==> src/rtl/stc_pkg.sv <==
// constants for the sensor test, memory and offset control register group
// assumes a 25 MHz system clock and byte-wide register access
package stc_pkg;
  // register offsets
  localparam logic [7:0] ADDR_SELF_TEST   = 8'h32;
  localparam logic [7:0] ADDR_NVM_CTRL    = 8'h33;
  localparam logic [7:0] ADDR_IF_WDT      = 8'h34;
  localparam logic [7:0] ADDR_OFFSET_COMP_CONTROL    = 8'h36;
  localparam logic [7:0] ADDR_OFFSET_COMP_SETTING = 8'h37;
  // reset values
  localparam logic [7:0] RST_SELF_TEST    = 8'h00;
  localparam logic [7:0] RST_IF_WDT       = 8'h00;
  localparam logic [7:0] RST_OFFSET_COMP_CONTROL     = 8'h00;
  localparam logic [7:0] RST_OFFSET_COMP_SETTING  = 8'h00;
  localparam logic [3:0] RST_NVM_REMAIN   = 4'hf;
  // self-test fields
  localparam int ST_AXIS_LSB  = 0;
  localparam int ST_SIGN_BIT  = 2;
  localparam int ST_AMP_BIT   = 4;
  // memory control fields
  localparam int NVM_MODE_BIT = 0;
  localparam int NVM_TRIG_BIT = 1;
  localparam int NVM_RDY_BIT  = 2;
  localparam int NVM_LOAD_BIT = 3;
  localparam int NVM_REM_LSB  = 4;
  // interface fields
  localparam int IF_3W_BIT    = 0;
  localparam int IF_WSEL_BIT  = 1;
  localparam int IF_WEN_BIT   = 2;
  // offset control fields
  localparam int OC_SLOW_LSB  = 0;
  localparam int OC_RDY_BIT   = 4;
  localparam int OC_TRIG_LSB  = 5;
  localparam int OC_RST_BIT   = 7;
  // offset setting fields
  localparam int OS_CUT_BIT   = 0;
  localparam int OS_TX_LSB    = 1;
  localparam int OS_TY_LSB    = 3;
  localparam int OS_TZ_LSB    = 5;
  // timing
  localparam int CLK_HZ          = 25_000_000;
  localparam int WDT_SHORT_US    = 1000;
  localparam int WDT_LONG_US     = 50000;
  localparam int WDT_SHORT_CYC   = CLK_HZ / 1_000_000 * WDT_SHORT_US;
  localparam int WDT_LONG_CYC    = CLK_HZ / 1_000_000 * WDT_LONG_US;
  // memory controller states
  typedef enum logic [2:0] {
    STC_NVM_IDLE = 3'b001,
    STC_NVM_LOAD = 3'b010,
    STC_NVM_PROG = 3'b100
  } stc_nvm_state_t;
endpackage

==> src/rtl/stc_regs.sv <==
// control and status register group: self-test, memory controller,
// interface watchdog and offset compensation control
// assumes a byte register port synchronous to clk and external macros
// that report completion of memory and fast compensation jobs by a pulse
// the acceleration datapath, the offset value registers and the memory
// array sit outside; this block only drives their start pulses and
// tracks their busy state
`timescale 1ns/1ps
`default_nettype none

// Function
// - axis field 00 disables self-test, 01/10/11 excite x/y/z
// - during self-test only the tested axis readout is marked valid
// - sign bit one gives positive excitation, zero negative
// - amplitude bit one selects high deflection, zero low, low at reset
// - four-bit remaining write count decrements on each accepted write
// - writing one to load starts a reload of configuration from memory
// - ready reads zero during write or reload, one when idle
// - write trigger accepted only when unlocked and count above zero
// - program mode bit one unlocks memory writes, zero locks them
// - watchdog enable turns on data-line timeout in two-wire mode
// - watchdog period select: zero gives 1 ms, one gives 50 ms
// - offset reset one clears all three offset registers
// - fast compensation trigger 01/10/11 starts x/y/z, 00 nothing
// - compensation ready reads zero while running, one when idle
// - three bits enable slow compensation for z, y and x separately
// - target field: 00 and 11 zero g, 01 plus one g, 10 minus one g
// - corner select picks bandwidth/1000 or ten times that
module stc_regs
  import stc_pkg::*;
#(
  parameter int          WDT_SHORT   = WDT_SHORT_CYC,
  parameter int          WDT_LONG    = WDT_LONG_CYC,
  parameter logic [3:0]  REMAIN_INIT = RST_NVM_REMAIN
) (
  input  wire logic        clk,
  input  wire logic        rstn,
  // register port
  input  wire logic [7:0]  addr,
  input  wire logic [7:0]  wdata,
  input  wire logic        wr,
  input  wire logic        rd,
  output logic      [7:0]  rdata,
  // self-test
  output logic      [2:0]  st_excite,
  output logic             st_sign_pos,
  output logic             st_amp_high,
  output logic      [2:0]  axis_valid,
  // memory controller
  output logic             nvm_load_start,
  output logic             nvm_prog_start,
  input  wire logic        nvm_done,
  // serial interface
  output logic             three_wire_select,
  input  wire logic        two_wire_mode,
  input  wire logic        sda_in,
  output logic             wdt_timeout,
  // offset compensation
  output logic             offset_clear,
  output logic      [2:0]  fast_comp_start,
  input  wire logic        fast_comp_done,
  output logic             slow_comp_x_enable,
  output logic             slow_comp_y_enable,
  output logic             slow_comp_z_enable,
  output logic      [1:0]  target_x,
  output logic      [1:0]  target_y,
  output logic      [1:0]  target_z,
  output logic             corner_high
);

  // self-test fields
  logic [1:0]     st_axis;
  logic           st_sign;
  logic           st_amp;

  // memory controller fields and sequencer state
  logic           prog_mode;
  logic [3:0]     remain;
  stc_nvm_state_t nvm_state;
  stc_nvm_state_t next_nvm_state;

  // interface fields and the watchdog counter, sized for the long period
  logic           wdt_en;
  logic           wdt_sel;
  logic           three_wire_select_sel;
  logic [20:0]    wdt_cnt;

  // offset compensation fields
  logic [2:0]     slow_en;
  logic           comp_busy;
  logic [1:0]     tgt_x;
  logic [1:0]     tgt_y;
  logic [1:0]     tgt_z;
  logic           cut_off;

  // per-axis decodes, one bit or one pair per axis
  wire  [2:0]     excite_hot;
  wire  [2:0]     trig_hot;
  wire  [5:0]     tgt_raw;
  wire  [5:0]     tgt_fold;

  // read path
  logic [7:0]     next_rdata;

  // address decode
  wire sel_st  = (addr == ADDR_SELF_TEST);
  wire sel_nvm = (addr == ADDR_NVM_CTRL);
  wire sel_if  = (addr == ADDR_IF_WDT);
  wire sel_oc  = (addr == ADDR_OFFSET_COMP_CONTROL);
  wire sel_os  = (addr == ADDR_OFFSET_COMP_SETTING);

  // write strobes; an unmapped offset matches none and is ignored
  wire wr_st   = wr & sel_st;
  wire wr_nvm  = wr & sel_nvm;
  wire wr_if   = wr & sel_if;
  wire wr_oc   = wr & sel_oc;
  wire wr_os   = wr & sel_os;

  // memory trigger qualification; the lock is the stored mode bit, so
  // one write cannot both unlock and start a memory write
  wire nvm_rdy    = (nvm_state == STC_NVM_IDLE);
  wire load_req   = wr_nvm & wdata[NVM_LOAD_BIT] & nvm_rdy;
  wire prog_req   = wr_nvm & wdata[NVM_TRIG_BIT] & nvm_rdy
                    & prog_mode & (remain != 4'h0);

  // offset triggers; a fast trigger while one runs is dropped
  wire [1:0] trig = wdata[OC_TRIG_LSB +: 2];
  wire comp_req   = wr_oc & (trig != 2'b00) & ~comp_busy;
  wire clr_req    = wr_oc & wdata[OC_RST_BIT];

  // per-axis decode: axis code n selects axis n-1, code 00 none
  assign tgt_raw = {tgt_z, tgt_y, tgt_x};
  for (genvar ax = 0; ax < 3; ax++) begin : g_axis
    assign excite_hot[ax] = (st_axis == 2'(ax + 1));
    assign trig_hot[ax]   = (trig == 2'(ax + 1));
    // a stored 11 means zero g, the same as 00
    assign tgt_fold[2*ax +: 2] = (tgt_raw[2*ax +: 2] == 2'b11) ? 2'b00
                                 : tgt_raw[2*ax +: 2];
  end

  // self-test register
  // reserved bits are not stored and read back as zero
  always_ff @(posedge clk or negedge rstn) begin
    if (!rstn) begin
      st_axis <= RST_SELF_TEST[ST_AXIS_LSB +: 2];
      st_sign <= RST_SELF_TEST[ST_SIGN_BIT];
      st_amp  <= RST_SELF_TEST[ST_AMP_BIT];
    end else if (wr_st) begin
      st_axis <= wdata[ST_AXIS_LSB +: 2];
      st_sign <= wdata[ST_SIGN_BIT];
      st_amp  <= wdata[ST_AMP_BIT];
    end
  end

  // self-test drive; sign and amplitude pass straight to the exciter
  // readouts are flagged valid on all axes only while self-test is off
  assign st_excite   = excite_hot;
  assign st_sign_pos = st_sign;
  assign st_amp_high = st_amp;
  assign axis_valid  = (st_axis == 2'b00) ? 3'b111 : st_excite;

  // program mode and remaining write count
  // the count moves only on an accepted trigger and cannot wrap, since
  // a zero count refuses the trigger
  always_ff @(posedge clk or negedge rstn) begin
    if (!rstn) begin
      prog_mode <= 1'b0;
      remain    <= REMAIN_INIT;
    end else begin
      // mode bit follows every write to the memory control register
      if (wr_nvm) begin
        prog_mode <= wdata[NVM_MODE_BIT];
      end
      if (prog_req) begin
        remain <= remain - 4'h1;
      end
    end
  end

  // memory controller sequencing
  // write and reload both start from idle only, so they never overlap;
  // a write that asks for both runs the memory write if it is accepted, otherwise the reload
  always_comb begin
    next_nvm_state = nvm_state;
    case (nvm_state)
      STC_NVM_IDLE: begin
        if (prog_req) begin
          next_nvm_state = STC_NVM_PROG;
        end else if (load_req) begin
          next_nvm_state = STC_NVM_LOAD;
        end
      end
      // reload runs until the far side reports done
      STC_NVM_LOAD: begin
        if (nvm_done) begin
          next_nvm_state = STC_NVM_IDLE;
        end
      end
      // memory write runs until the far side reports done
      STC_NVM_PROG: begin
        if (nvm_done) begin
          next_nvm_state = STC_NVM_IDLE;
        end
      end
      // an illegal code falls back to idle
      default: next_nvm_state = STC_NVM_IDLE;
    endcase
  end

  // memory state and start pulses
  // start pulses last one cycle; the far side must catch them
  // the state moves on the same edge as the pulse rises
  always_ff @(posedge clk or negedge rstn) begin
    if (!rstn) begin
      nvm_state      <= STC_NVM_IDLE;
      nvm_load_start <= 1'b0;
      nvm_prog_start <= 1'b0;
    end else begin
      nvm_state      <= next_nvm_state;
      // load start held back when the same write starts a memory write
      nvm_load_start <= load_req & ~prog_req;
      nvm_prog_start <= prog_req;
    end
  end

  // interface register
  // the three-wire bit leaves the block and is read back, nothing else here uses it
  // reserved bits 7:3 are not stored
  always_ff @(posedge clk or negedge rstn) begin
    if (!rstn) begin
      three_wire_select_sel <= RST_IF_WDT[IF_3W_BIT];
      wdt_sel  <= RST_IF_WDT[IF_WSEL_BIT];
      wdt_en   <= RST_IF_WDT[IF_WEN_BIT];
    end else if (wr_if) begin
      three_wire_select_sel <= wdata[IF_3W_BIT];
      wdt_sel  <= wdata[IF_WSEL_BIT];
      wdt_en   <= wdata[IF_WEN_BIT];
    end
  end

  assign three_wire_select = three_wire_select_sel;

  // data-line watchdog: counts while the data line is held low
  // any high sample restarts the count, so only one unbroken low
  // stretch of the full period raises the timeout
  wire        wdt_run   = wdt_en & two_wire_mode & ~sda_in;
  // limits are one below the period because the count starts at zero
  wire [20:0] wdt_lim_short = 21'(WDT_SHORT - 1);
  wire [20:0] wdt_lim_long  = 21'(WDT_LONG - 1);
  wire [20:0] wdt_limit = wdt_sel ? wdt_lim_long : wdt_lim_short;
  wire        wdt_hit   = wdt_run & (wdt_cnt >= wdt_limit);

  // counter and registered timeout pulse; a period beyond the 21-bit
  // counter needs a wider one
  always_ff @(posedge clk or negedge rstn) begin
    if (!rstn) begin
      wdt_cnt     <= 21'h0;
      wdt_timeout <= 1'b0;
    end else begin
      // one-cycle timeout pulse, then the count starts over
      wdt_timeout <= wdt_hit;
      if (!wdt_run || wdt_hit) begin
        wdt_cnt <= 21'h0;
      end else begin
        wdt_cnt <= wdt_cnt + 21'h1;
      end
    end
  end

  // offset control: slow enables, busy flag, pulses
  // busy is set at the accepting edge and cleared by the done pulse;
  // set wins, though a trigger is only taken while idle
  always_ff @(posedge clk or negedge rstn) begin
    if (!rstn) begin
      slow_en         <= RST_OFFSET_COMP_CONTROL[OC_SLOW_LSB +: 3];
      comp_busy       <= 1'b0;
      offset_clear    <= 1'b0;
      fast_comp_start <= 3'b000;
    end else begin
      // slow enables follow every write to the control register
      if (wr_oc) begin
        slow_en <= wdata[OC_SLOW_LSB +: 3];
      end
      if (comp_req) begin
        comp_busy <= 1'b1;
      end else if (fast_comp_done) begin
        comp_busy <= 1'b0;
      end
      // single-cycle pulses toward the offset and compensation logic
      offset_clear    <= clr_req;
      fast_comp_start <= comp_req ? trig_hot : 3'b000;
    end
  end

  // slow enables, bit 0 for x up to bit 2 for z
  // each enable goes straight to its axis filter
  assign slow_comp_x_enable = slow_en[0];
  assign slow_comp_y_enable = slow_en[1];
  assign slow_comp_z_enable = slow_en[2];

  // offset setting register
  // raw target codes are kept so that a stored 11 reads back as written
  always_ff @(posedge clk or negedge rstn) begin
    if (!rstn) begin
      cut_off <= RST_OFFSET_COMP_SETTING[OS_CUT_BIT];
      tgt_x   <= RST_OFFSET_COMP_SETTING[OS_TX_LSB +: 2];
      tgt_y   <= RST_OFFSET_COMP_SETTING[OS_TY_LSB +: 2];
      tgt_z   <= RST_OFFSET_COMP_SETTING[OS_TZ_LSB +: 2];
    end else if (wr_os) begin
      cut_off <= wdata[OS_CUT_BIT];
      tgt_x   <= wdata[OS_TX_LSB +: 2];
      tgt_y   <= wdata[OS_TY_LSB +: 2];
      tgt_z   <= wdata[OS_TZ_LSB +: 2];
    end
  end

  // targets folded to 00 zero, 01 plus one g, 10 minus one g
  assign target_x    = tgt_fold[1:0];
  assign target_y    = tgt_fold[3:2];
  assign target_z    = tgt_fold[5:4];
  // corner: zero gives bandwidth/1000, one gives ten times that
  assign corner_high = cut_off;

  // read mux, triggers read back zero
  // unmapped offsets and reserved bits read as zero as well; the load
  // bit reads one while a reload runs
  // only one register is selected at a time, so order does not matter
  always_comb begin
    next_rdata = 8'h00;
    if (sel_st) begin
      // bits 3 and 7:5 are reserved
      next_rdata[ST_AXIS_LSB +: 2] = st_axis;
      next_rdata[ST_SIGN_BIT]      = st_sign;
      next_rdata[ST_AMP_BIT]       = st_amp;
    end else if (sel_nvm) begin
      // the write trigger bit is write-only and stays zero here
      next_rdata[NVM_MODE_BIT]     = prog_mode;
      next_rdata[NVM_RDY_BIT]      = nvm_rdy;
      next_rdata[NVM_LOAD_BIT]     = (nvm_state == STC_NVM_LOAD);
      next_rdata[NVM_REM_LSB +: 4] = remain;
    end else if (sel_if) begin
      // bits 7:3 are reserved
      next_rdata[IF_3W_BIT]        = three_wire_select_sel;
      next_rdata[IF_WSEL_BIT]      = wdt_sel;
      next_rdata[IF_WEN_BIT]       = wdt_en;
    end else if (sel_oc) begin
      // trigger and offset reset bits are write-only, left at zero
      next_rdata[OC_SLOW_LSB +: 3] = slow_en;
      next_rdata[OC_RDY_BIT]       = ~comp_busy;
    end else if (sel_os) begin
      // raw target codes, an 11 reads back as 11
      next_rdata[OS_CUT_BIT]       = cut_off;
      next_rdata[OS_TX_LSB +: 2]   = tgt_x;
      next_rdata[OS_TY_LSB +: 2]   = tgt_y;
      next_rdata[OS_TZ_LSB +: 2]   = tgt_z;
    end
  end

  // read data one cycle after the read strobe
  // zero outside the answer cycle, so a stale byte is never seen
  always_ff @(posedge clk or negedge rstn) begin
    if (!rstn) begin
      rdata <= 8'h00;
    end else begin
      rdata <= rd ? next_rdata : 8'h00;
    end
  end

endmodule
`default_nettype wire

==> config.mk <==
export PLATFORM = sky130hd
export DESIGN_NAME = stc_regs
export DESIGN_NICKNAME = d
export VERILOG_FILES = /design/src/rtl/stc_pkg.sv /design/src/rtl/stc_regs.sv
export SDC_FILE = /design/constraint.sdc
export NUM_CORES = 1
export LEC_CHECK = 0
export ABC_AREA = 1
export BUFFER_PORTS_ARGS = -buffer_cell sky130_fd_sc_hd__buf_2
export CAP_MARGIN = 10
export CELL_PAD_IN_SITES_DETAIL_PLACEMENT = 1
export CELL_PAD_IN_SITES_GLOBAL_PLACEMENT = 1
export CORE_MARGIN = 5
export CORE_UTILIZATION = 37
export DETAILED_ROUTE_END_ITERATION = 10
export PLACE_DENSITY = 0.74
export SYNTH_ARGS = -nofsm -noshare
export SYNTH_HDL_FRONTEND = slang
export SYNTH_SLANG_ARGS = --single-unit
==> constraint.sdc <==
create_clock -name clk -period 2 [get_ports clk]
set_clock_uncertainty 0.15 [all_clocks]
set_input_delay 0.3 -clock clk [delete_from_list [all_inputs] [get_ports clk]]
set_output_delay 0.3 -clock clk [all_outputs]
set_load 0.02 [all_outputs]
==> results.md <==
- R2R setup slack: -0.08 ns
- Nets: 588
- Synth Instances: 462
- Worst Slack Setup Final: -0.0809 ns
- Post-synth top area share: 0.403
- Total vias in the final route: 3284
- Yosys cell types: 32
- Initial antenna violation count: 0
- H-tree levels: 3
- Starting DRC count in detailed routing: 69
- Fmax: 0.481 GHz
- IO Pins: 58
- DR WL met3: 350 microns
- Area after DPL: 4040 sq um
- Required time worst endpoint: 2.09 ns
- Buffers added on ports: 57
- Pwr per Cell Area: 579 nW/um^2
- Placed cell count: 652
- Clock tree from TritonCTS: done
- Fraction of layout cells with a size suffix above 1: 0.277
- Hold WS: 0.0862 ns
- Slew @ Worst Pin: 0.430 ns
- Vias per cell: 4.82
- Fin. Hold Viols: 0
- Highest routed layer: met4
- Max-cap violations: 0
- Clock Pin Slew Worst Setup and Hold Paths: 0.08 ns
- Remaining DRCs: 0
- WL/cell: 15.4 microns
- First-pass detailed-route iteration total: 5
- Synth-to-Final Area Change: 27.5%
- Vias in the first global route: 3499
- Synthesized area: 3540 sq um
- Setup Viol. Count Final: 21
- Die W: 108 microns
- Metal2 WL: 5.77 mm
- Starting Density: 0.381
- Dpl hpwl: 7.84 mm
- All-Layer GR Usage: 0.187
- Largest net degree at the start of global routing: 52
- DIE HEIGHT: 108 microns
- Synth area leaders: dfrtp_1 (40%), nand2_1 (12%), inv_1 (7.6%), nor2_1 (7.3%), ha_1 (6.0%)
- Worst VDD drop: 0.356 mV
- ANT nets after route: 0
- Ys async rst share: 1.00
- WHS Path Cells: 4
- Final wirelength: 10.5 mm
- Clock latency on the worst-skew pair: 0.35 ns
- Leak: 2.29 nW
- CTS Buffer Depth: 2
- Synth area leader: dfrtp_1
- Slew headroom: 0.711
- Grt ovf: 0
- Pins Over Slew Limit: 0
- Placer Congestion: 0.857
- Root buf cell: clkbuf_8
- Failing checks: setup timing
- RSZ-0062 raised after global routing: yes
- #FFs+latches synth: 62
- Worst Path Arrival: 2.17 ns
- Yosys synthesis warning count: 0
- TritonCTS buffer count: 9
- Main synth FF type: dfrtp_1
- Syn_area_per_cell: 7.66 sq um
- Core Footprint: 9280 sq um
- Period utilization: 1.04
- Synth Net Count: 503
- Tmin final: 2.08 ns
- Sequential element share of the synthesized area: 0.440
- Total die area: 11600 sq um
- Commonest non-fill, non-tap cell in the layout: nand2_1
- Tightest Hold Check Type: input pin to flop
- Worst R2R Path Depth: 14
- Num rows: 35
- Worst Setup Start Kind: flop
- Most frequent cells in the layout: nand2_1 (106), inv_1 (67), nor2_1 (58), dfrtp_1 (57), buf_2 (57)
- Final TNS setup: -1.19 ns
- Crit end category: flop
- Post-route cell area: 4510 sq um
- CP Max Fanout: 6
- Cell Count, Final, Fillers Out: 682
- First-pass GRT wire length: 17.0 mm
- Crit Path Class: flop to flop
- Post-Route M1 WL: 4.24 mm
- Post-synth EDFFs: 0
- Outcome: finished with violations
- Clock Sinks: 62
stage by stage:
step                       util  setup slack, ns  power, mW
after floorplan               -            0.136       1.46
after detailed placement  0.435          -0.0482       1.60
final                     0.486          -0.0809       2.61
after CTS                 0.461          -0.0664       2.64
after global placement    0.435           0.0768       1.59
after global routing      0.486           -0.201       2.75
metal layers:
| metal | track usage | vias to the layer above |
|---|---|---|
| li1 | - | 1613 |
| met1 | 0.211 | 1612 |
| met2 | 0.346 | 45 |
| met3 | 0.0450 | 14 |
| met4 | 0.0577 | 0 |
| met5 | 0 | - |
synth_stat cells (4+ instances only):
cell type  instances
inv_1             72
nand3_1           22
dfstp_2            5
o21ai_1           14
nand2_1          113
xor2_1             8
nor2_2             4
nor2_1            69
o21ai_0           11
inv_2              7
a21oi_1            9
nor3_1             7
nand4_1           11
xnor2_1            6
nand2_2            4
ha_1              17
dfrtp_1           57
what timing repair did:
item                       in CTS  in global routing
hold buffers                    5                  0
buffers inserted                1                  4
hold endpoints to repair       15                  0
gates resized for setup         2                 33
pin swaps                       0                  4
gates cloned                    0                  3
setup endpoints to repair      23                 26
final timing paths:
| path | start | endpoint |
|---|---|---|
| hold / removal | sda_in | wdt_timeout$_DFF_PN0_ |
| max in group asynchronous | rstn | remain[2]$_DFFE_PN1P_ |
| setup reg to reg | wdt_sel$_DFFE_PN0P_ | wdt_cnt[0]$_DFF_PN0_ |
| min in group asynchronous | rstn | wdt_timeout$_DFF_PN0_ |
| hold reg to reg | remain[3]$_DFFE_PN1P_ | remain[3]$_DFFE_PN1P_ |
| setup / recovery | wdt_sel$_DFFE_PN0P_ | wdt_cnt[0]$_DFF_PN0_ |
final cells by class:
type / instances / area, sq um
fill: 1175 / 4770
multi-input combinational: 316 / 1790
sequential: 62 / 1560
timing repair buffer: 78 / 531
inverter: 80 / 300
tap: 129 / 161
clock buffer: 9 / 124
clock inverter: 7 / 51.3
antenna: 1 / 2.50
where the power goes:
| group | internal, mW | switching [mW] |
|---|---|---|
| sequential | 1.28 | 0.0230 |
| combinational | 0.109 | 0.186 |
| clock | 0.451 | 0.559 |
| total | 1.84 | 0.768 |
worst max-delay path, cell delays in order, from the launching register on:
cell and delay, ns:
dfrtp_1 0.36, inv_2 0.06, buf_8 0.15, ha_4 0.27, nand2_1 0.07, inv_1 0.07
nand2_2 0.07, nor2_4 0.13, nand2_1 0.07, nand2_1 0.07, nand2_2 0.06, nand4_1 0.10
buf_6 0.15, clkbuf_16 0.15, nor2_1 0.04
cells by family (layout without fill, tap and decap cells):
family | Yosys count | after routing | share of synthesized area
fa+ha+maj | 17 | 17 | 0.0601
simple gates | 244 | 244 | 0.308
buf+inv | 84 | 174 | 0.0937
other cells | 0 | 1 | 0
xor+xnor | 14 | 14 | 0.0346
compound gates | 41 | 41 | 0.0636
flops | 62 | 62 | 0.440
registers in the layout (all words and copies together), names as in the netlist, 2 cells and up:
signal	flops
wdt_cnt	21
rdata	8
remain	4
fast_comp_start	3
nvm_state	3
slow_en	3
st_axis	2
tgt_x	2
tgt_y	2
tgt_z	2
(Power assumes the default switching activity.)
